==> config.mk <==
export PLATFORM = sky130hd
export DESIGN_NAME = ppd_pad_pulldown
export DESIGN_NICKNAME = d
export VERILOG_FILES = /design/src/hw/ppd_pkg.sv /design/src/hw/ppd_pad_pulldown.sv
export VERILOG_INCLUDE_DIRS = /design/src /design/src/hw
export SDC_FILE = /design/constraint.sdc
export NUM_CORES = 1
export LEC_CHECK = 0
export ABC_AREA = 1
export BUFFER_PORTS_ARGS = -buffer_cell sky130_fd_sc_hd__buf_2
export CAP_MARGIN = 20
export CELL_PAD_IN_SITES_DETAIL_PLACEMENT = 1
export CELL_PAD_IN_SITES_GLOBAL_PLACEMENT = 2
export CORE_ASPECT_RATIO = 1.75
export CORE_MARGIN = 5
export CORE_UTILIZATION = 19
export CTS_CLUSTER_DIAMETER = 200
export CTS_CLUSTER_SIZE = 12
export DETAILED_ROUTE_END_ITERATION = 8
export PLACE_DENSITY_LB_ADDON = 0.1
export REMOVE_ABC_BUFFERS = 1
export SYNTH_ARGS = -nofsm -noshare
export SYNTH_HDL_FRONTEND = slang
export SYNTH_SLANG_ARGS = --single-unit
==> constraint.sdc <==
create_clock -name clk_i -period 1.6 [get_ports clk_i]
set_clock_uncertainty 0.1 [all_clocks]
set_input_delay 0.08 -clock clk_i [delete_from_list [all_inputs] [get_ports clk_i]]
set_output_delay 0.08 -clock clk_i [all_outputs]
set_load 0.03 [all_outputs]
==> src/hw/ppd_params.svh <==
// offsets, field positions and reset values of the pad pulldown block
// assumes a 32-bit classic wishbone register port
`ifndef PPD_PARAMS_SVH
`define PPD_PARAMS_SVH

`define PPD_CTRL0_OFFSET    32'h0000_0000
`define PPD_CTRL0_RESET     32'h0000_0000
// bits that hold storage; every other bit is reserved and reads zero
`define PPD_CTRL0_WR_MASK   32'h3fb1_0000
`define PPD_ADDR_MASK       32'h0000_00fc

`define PPD_BIT_SP3_TXCLK   29
`define PPD_BIT_CAM_HSYNC   28
`define PPD_BIT_BOOT_SEL    27
`define PPD_BIT_EMULATION_LINE_1        26
`define PPD_BIT_EMULATION_LINE_0        25
`define PPD_BIT_CAM_D2      24
`define PPD_BIT_CAM_D3      23
`define PPD_BIT_CAM_D5      21
`define PPD_BIT_SP1_RXDATA  16

`endif

==> src/hw/ppd_pkg.sv <==
// types shared by the pad pulldown block
// assumes ppd_params.svh holds the numbers
package ppd_pkg;

  // one pulldown enable per pad, 1 = resistor switched in
  typedef struct packed {
    logic serport3_tx_clock_pad;
    logic camera_hsync_pad;
    logic boot_select_pad;
    logic emulation_line_1;
    logic emulation_line_0;
    logic cam_data2_pad;
    logic cam_data3_pad;
    logic cam_data5_pad;
    logic serport1_rx_data_pad;
  } ppd_pad_pd_s;

  typedef struct packed {
    logic        cyc;
    logic        stb;
    logic        we;
    logic [3:0]  sel;
    logic [31:0] adr;
    logic [31:0] dat;
  } ppd_wb_req_s;

endpackage : ppd_pkg

==> src/hw/ppd_pad_pulldown.sv <==
// pad pulldown control register with wishbone slave and pad enables
// assumes one 100 MHz clock, synchronous reset, compat level from a pin
`include "ppd_params.svh"
`timescale 1ns/1ns

module ppd_pad_pulldown (
  input  wire logic                 clk_i,
  input  wire logic                 rst_i,
  input  wire logic                 wb_cyc_i,
  input  wire logic                 wb_stb_i,
  input  wire logic                 wb_we_i,
  input  wire logic [3:0]           wb_sel_i,
  input  wire logic [31:0]          wb_adr_i,
  input  wire logic [31:0]          wb_dat_i,
  output logic      [31:0]          wb_dat_o,
  output logic                      wb_ack_o,
  input  wire logic                 compat_mode_i,
  output ppd_pkg::ppd_pad_pd_s      pad_pd_en_o
);

  ppd_pkg::ppd_wb_req_s req;
  logic [31:0]          ctrl_q;
  logic                 compat_meta_q;
  logic                 compat_q;
  logic                 access;

  function automatic logic ctrl_hit(input logic [31:0] adr);
    ctrl_hit = ((adr & `PPD_ADDR_MASK) == `PPD_CTRL0_OFFSET);
  endfunction : ctrl_hit

  function automatic logic [31:0] lane_mask(input logic [3:0] sel);
    lane_mask = {{8{sel[3]}}, {8{sel[2]}}, {8{sel[1]}}, {8{sel[0]}}};
  endfunction : lane_mask

  assign req    = '{cyc: wb_cyc_i, stb: wb_stb_i, we: wb_we_i,
                    sel: wb_sel_i, adr: wb_adr_i, dat: wb_dat_i};
  // ack falls after one cycle, so a held request is taken again every second cycle
  assign access = req.cyc & req.stb & ~wb_ack_o;

  // the compat level comes from a pin, so it is synchronised first
  always_ff @(posedge clk_i) begin
    if (rst_i) begin
      compat_meta_q <= 1'b0;
      compat_q      <= 1'b0;
    end else begin
      compat_meta_q <= compat_mode_i;
      compat_q      <= compat_meta_q;
    end
  end

  always_ff @(posedge clk_i) begin
    if (rst_i) begin
      wb_ack_o <= 1'b0;
    end else begin
      wb_ack_o <= access;
    end
  end

  // reserved bits are never stored, so a careless write cannot leak
  always_ff @(posedge clk_i) begin
    if (rst_i) begin
      ctrl_q <= `PPD_CTRL0_RESET;
    end else if (access && req.we && ctrl_hit(req.adr)) begin
      ctrl_q <= (ctrl_q & ~(lane_mask(req.sel) & `PPD_CTRL0_WR_MASK))
              | (req.dat & lane_mask(req.sel) & `PPD_CTRL0_WR_MASK);
    end
  end

  // reads return the stored bits, not the forced pad state
  always_ff @(posedge clk_i) begin
    if (rst_i) begin
      wb_dat_o <= 32'h0000_0000;
    end else if (access && !req.we && ctrl_hit(req.adr)) begin
      wb_dat_o <= ctrl_q & `PPD_CTRL0_WR_MASK;
    end else if (access) begin
      wb_dat_o <= 32'h0000_0000;
    end
  end

  // enable is the stored bit inverted, boot select also forced on by compat_q; one cycle behind the register
  always_ff @(posedge clk_i) begin
    if (rst_i) begin
      pad_pd_en_o <= '1;
    end else begin
      pad_pd_en_o.serport3_tx_clock_pad <= ~ctrl_q[`PPD_BIT_SP3_TXCLK];
      pad_pd_en_o.camera_hsync_pad      <= ~ctrl_q[`PPD_BIT_CAM_HSYNC];
      pad_pd_en_o.boot_select_pad       <= ~ctrl_q[`PPD_BIT_BOOT_SEL]
                                           | compat_q;
      pad_pd_en_o.emulation_line_1      <= ~ctrl_q[`PPD_BIT_EMULATION_LINE_1];
      pad_pd_en_o.emulation_line_0      <= ~ctrl_q[`PPD_BIT_EMULATION_LINE_0];
      pad_pd_en_o.cam_data2_pad         <= ~ctrl_q[`PPD_BIT_CAM_D2];
      pad_pd_en_o.cam_data3_pad         <= ~ctrl_q[`PPD_BIT_CAM_D3];
      pad_pd_en_o.cam_data5_pad         <= ~ctrl_q[`PPD_BIT_CAM_D5];
      pad_pd_en_o.serport1_rx_data_pad  <= ~ctrl_q[`PPD_BIT_SP1_RXDATA];
    end
  end

endmodule : ppd_pad_pulldown

Word level (Yosys, flattened, before mapping)
Cells that the tools add are included.
{ "word_totals": {"ff_bits": 54, "in_bits": 74, "output_inout_bits": 42, "word_cells": 40} }
{ "classes": {"mux": 2, "bitwise_logic": 17, "n_reduce_logical": 7} }
{ "op_table": {"columns": ["cell", "count"], "rows": [
  ["30-bit 2-to-1 mux", 2],
  ["32-bit bitwise AND", 1],
  ["32-bit logical NOT", 1],
  ["30-bit NOT with 32-bit output", 1],
  ["32-bit by 30-bit OR with 32-bit output", 1],
  ["30-bit bitwise AND", 1],
  ["1-bit NOT", 10],
  ["1-bit logical AND", 4],
  ["1-bit bitwise AND", 2],
  ["2-bit nonzero test", 1],
  ["1-bit logical NOT", 1],
  ["1-bit OR", 1]
]} }

Depth between registers and ports, before layout
{ "logic_depth": {"word_depth": 5, "mapped_depth": 7} }

Worst setup path before layout
No wires, ideal clock.
{ "synth_path": {"path_type": "register to register", "from": "register wb_ack_o", "to": "register wb_dat_o[16]", "setup_time_ns": 0.069, "t_arrival_ns": 1.112, "setup_slack_ns": 0.319, "path_stages_with_launch": 6, "synth_period_minus_slack_ns": 1.281, "path_cell_list": "dfxtp_1 inv_1 nand3_2 clkbuf_1 nand3_1 o21ai_1"} }
{ "synth_between": {"elab_chain_cells": 5, "word_cells_on_any_way": 6} }
{ "synth_lines": {"columns": ["element", "line_no", "rtl"], "rows": [
  ["start, declared", "ppd_pad_pulldown.sv:16", "output logic wb_ack_o,"],
  ["start signal, assigned", "ppd_pad_pulldown.sv:55", "wb_ack_o <= access;"],
  ["1-bit NOT (*)", "ppd_pad_pulldown.sv:38", "assign access = req.cyc & req.stb & ~wb_ack_o;"],
  ["1-bit bitwise AND (*)", "ppd_pad_pulldown.sv:38", null],
  ["1-bit logical AND (2 in a row)", "ppd_pad_pulldown.sv:73", "end else if (access && !req.we && ctrl_hit(req.adr)) begin"],
  ["30-bit 2-to-1 mux / 2-bit nonzero test (equally long branches)", null, null],
  ["end signal, assigned", "ppd_pad_pulldown.sv:74", "wb_dat_o <= ctrl_q & `PPD_CTRL0_WR_MASK;"],
  ["end, declared", "ppd_pad_pulldown.sv:15", "output logic [31:0] wb_dat_o,"]
]} }
Every way passes the cells marked *; elsewhere a longest branch is shown, timed or not.
A chain may end at the register's enable or synchronous reset.

==> results.sh <==
export IMPL_status="completed"
export IMPL_peakVddDrop_uv=393
export IMPL_cp_start_kind="input pin"
export IMPL_holdPathStages=5
export IMPL_yosysWarnings=0
export IMPL_io_buffers=43
export IMPL_cp_depth=5
export IMPL_hpwlAfterDp_microns=2700
export IMPL_post_route_min_period_ps=1440
export IMPL_firstDrtPassIters=4
export IMPL_drt_vias_per_instance=3.53
export IMPL_end_kind="register"
export IMPL_num_antenna_cells=0
export IMPL_ys_types=20
export IMPL_worstHoldStart="wb_dat_i[29]"
export IMPL_cp_data_required_time_ps=1660
export IMPL_wl_per_cell_microns=10.6
export IMPL_critPathTopFamily="buffers and inverters"
export IMPL_start_util=0.193
export IMPL_drv_slew=0
export IMPL_clk_latency_ps=270
export IMPL_cts_root_buf="clkbuf_16"
export IMPL_reg2reg_from="wb_ack_o$_SDFF_PP0_"
export IMPL_crit_buf_inv=3
export IMPL_setup_tns_ps=0
export IMPL_power_leakage_nw=0.846
export IMPL_synth_seq_area_share=0.463
export IMPL_io_pins=116
export IMPL_post_dp_cell_area_sq_um=1620
export IMPL_min_path_type="input pin to register"
export IMPL_grt_max_degree=23
export IMPL_synthCells=182
export IMPL_arrival_ps=1490
export IMPL_reg2regPathDepth=6
export IMPL_core_area_sq_um=7180
export IMPL_drive_above_1_share=0.279
export IMPL_rows=41
export IMPL_ant_nets=0
export IMPL_cts_tree="built"
export IMPL_syn_to_final_growth_pct=29.1
export IMPL_synth_seq_cells=32
export IMPL_grt_pass1_vias=1191
export IMPL_synth_area_sq_um=1390
export IMPL_wirelength_microns=3380
export IMPL_holdWs_ps=23.2
export IMPL_final_area_sq_um=1790
export IMPL_grt_pass1_wl_microns=5460
export IMPL_hold_viol_final=0
export IMPL_critPathLaunch="rst_i"
export IMPL_place_gp_congestion=0.624
export IMPL_max_freq_mhz=696
export IMPL_die_width_microns=74.5
export IMPL_cap_viol_max_count=0
export IMPL_setup_violations_final=0
export IMPL_grt_usage=0.0789
export IMPL_cts_sinks=32
export IMPL_post_route_period_util=0.897
export IMPL_cts_buffers=5
export IMPL_htree_levels=2
export IMPL_drc=0
export IMPL_die_h_microns=123
export IMPL_clk_pin_slew_ps=50
export IMPL_dieArea_sq_um=9160
export IMPL_crit_type="input pin to register"
export IMPL_drt_iter0_drc=28
export IMPL_critical_path_max_stage_delay_ps=530
export IMPL_antenna_found_initial=0
export IMPL_path_max_fanout=22
export IMPL_synth_avg_cell_area_sq_um=7.61
export IMPL_nets=307
export IMPL_vias=1126
export IMPL_power_density_nw_per_um2=1030
export IMPL_path_cells="dlygate4sd3_1, buf_2, inv_2, nand2_1, or2_2"
export IMPL_grt_overflow=0
export IMPL_cp_slowest_cell="dlygate4sd3_1"
export IMPL_clock_path_buffers=2
export IMPL_rsz0062_at_grt="false"
-- layout make-up --
cell class	count	area, sq um
Clock buffer	6	129
Clock inverter	1	5.00
Fill cell	912	5390
Inverter	36	135
Multi-Input combinational cell	110	510
Sequential cell	32	641
Tap cell	86	108
Timing Repair Buffer	48	260
-- path summary, 6_finish.rpt --
path	end	slack, ps
worst max-delay path	pad_pd_en_o[6]$_SDFF_PP1_	160
worst min-delay path	register	20
worst max register to register	register	370
worst min register to register	pad_pd_en_o[5]$_SDFF_PP1_	320
-- kinds of logic after synthesis --
group,synth area share
AO/OA/AOI/OAI,0.0361
other,0.00271
flip-flops,0.463
buffers and inverters,0.226
AND/OR/NAND/NOR,0.273
-- cell usage in the layout (no fill, tap or decap), drive strengths merged --
| cell type | netlist | final |
|---|---|---|
| a21oi | 1 | 1 |
| conb | 1 | 22 |
| nor2 | 20 | 20 |
| dfxtp | 32 | 32 |
| buf | 24 | 45 |
| nand4 | 1 | 1 |
| clkbuf | 1 | 6 |
| inv | 36 | 36 |
| dlygate4sd3 | 0 | 3 |
| nand3 | 24 | 24 |
| clkinv | 0 | 1 |
| o21ai | 9 | 9 |
| or2 | 1 | 1 |
| nand2 | 32 | 32 |
-- routing by layer --
metal	part of all wire	global-route usage
met1	0.39	0.0838
met4	0.025	0.0434
met5	0	0
met3	0.058	0.0236
met2	0.52	0.135
-- cell usage after synthesis, drive strengths merged --
cell type,number,share of area
inv,36,0.098
dfxtp,32,0.46
nand2,32,0.089
buf,24,0.13
nand3,24,0.10
nor2,20,0.072
o21ai,9,0.033
a21oi,1,0.0036
clkbuf,1,0.0027
conb,1,0.0027
nand4,1,0.0045
or2,1,0.0045
-- where the power goes --
part | switching, mW | internal, mW
Clock | 0.318 | 0.564
Sequential | 0.00130 | 0.802
Combinational | 0.125 | 0.0405
-- what timing repair did --
item / CTS / global route
setup buffers: 0 / 0
hold endpoints to repair: 4 / 0
setup endpoints to repair: 0 / 0
gates resized for setup: 0 / 0
hold buffers: 3 / 0
-- worst min-delay path: cells and delay by family --
family,cells,cell delay (ps)
and+or+nand+nor,3,170
buffers and inverters,2,100
-- metrics by stage --
stage / instances / total power, mW / utilization / setup slack (ps)
6_report: 319 / 1.85 / 0.249 / 164
4_1_cts: 319 / 1.88 / 0.249 / 145
5_1_grt: 319 / 1.93 / 0.249 / 76.0
3_5_place_dp: 309 / 0.981 / 0.226 / 343
2_1_floorplan: 178 / 0.925 / - / 266
3_3_place_gp: 309 / 0.981 / 0.226 / 327
Power figures use the tool's default switching activity.
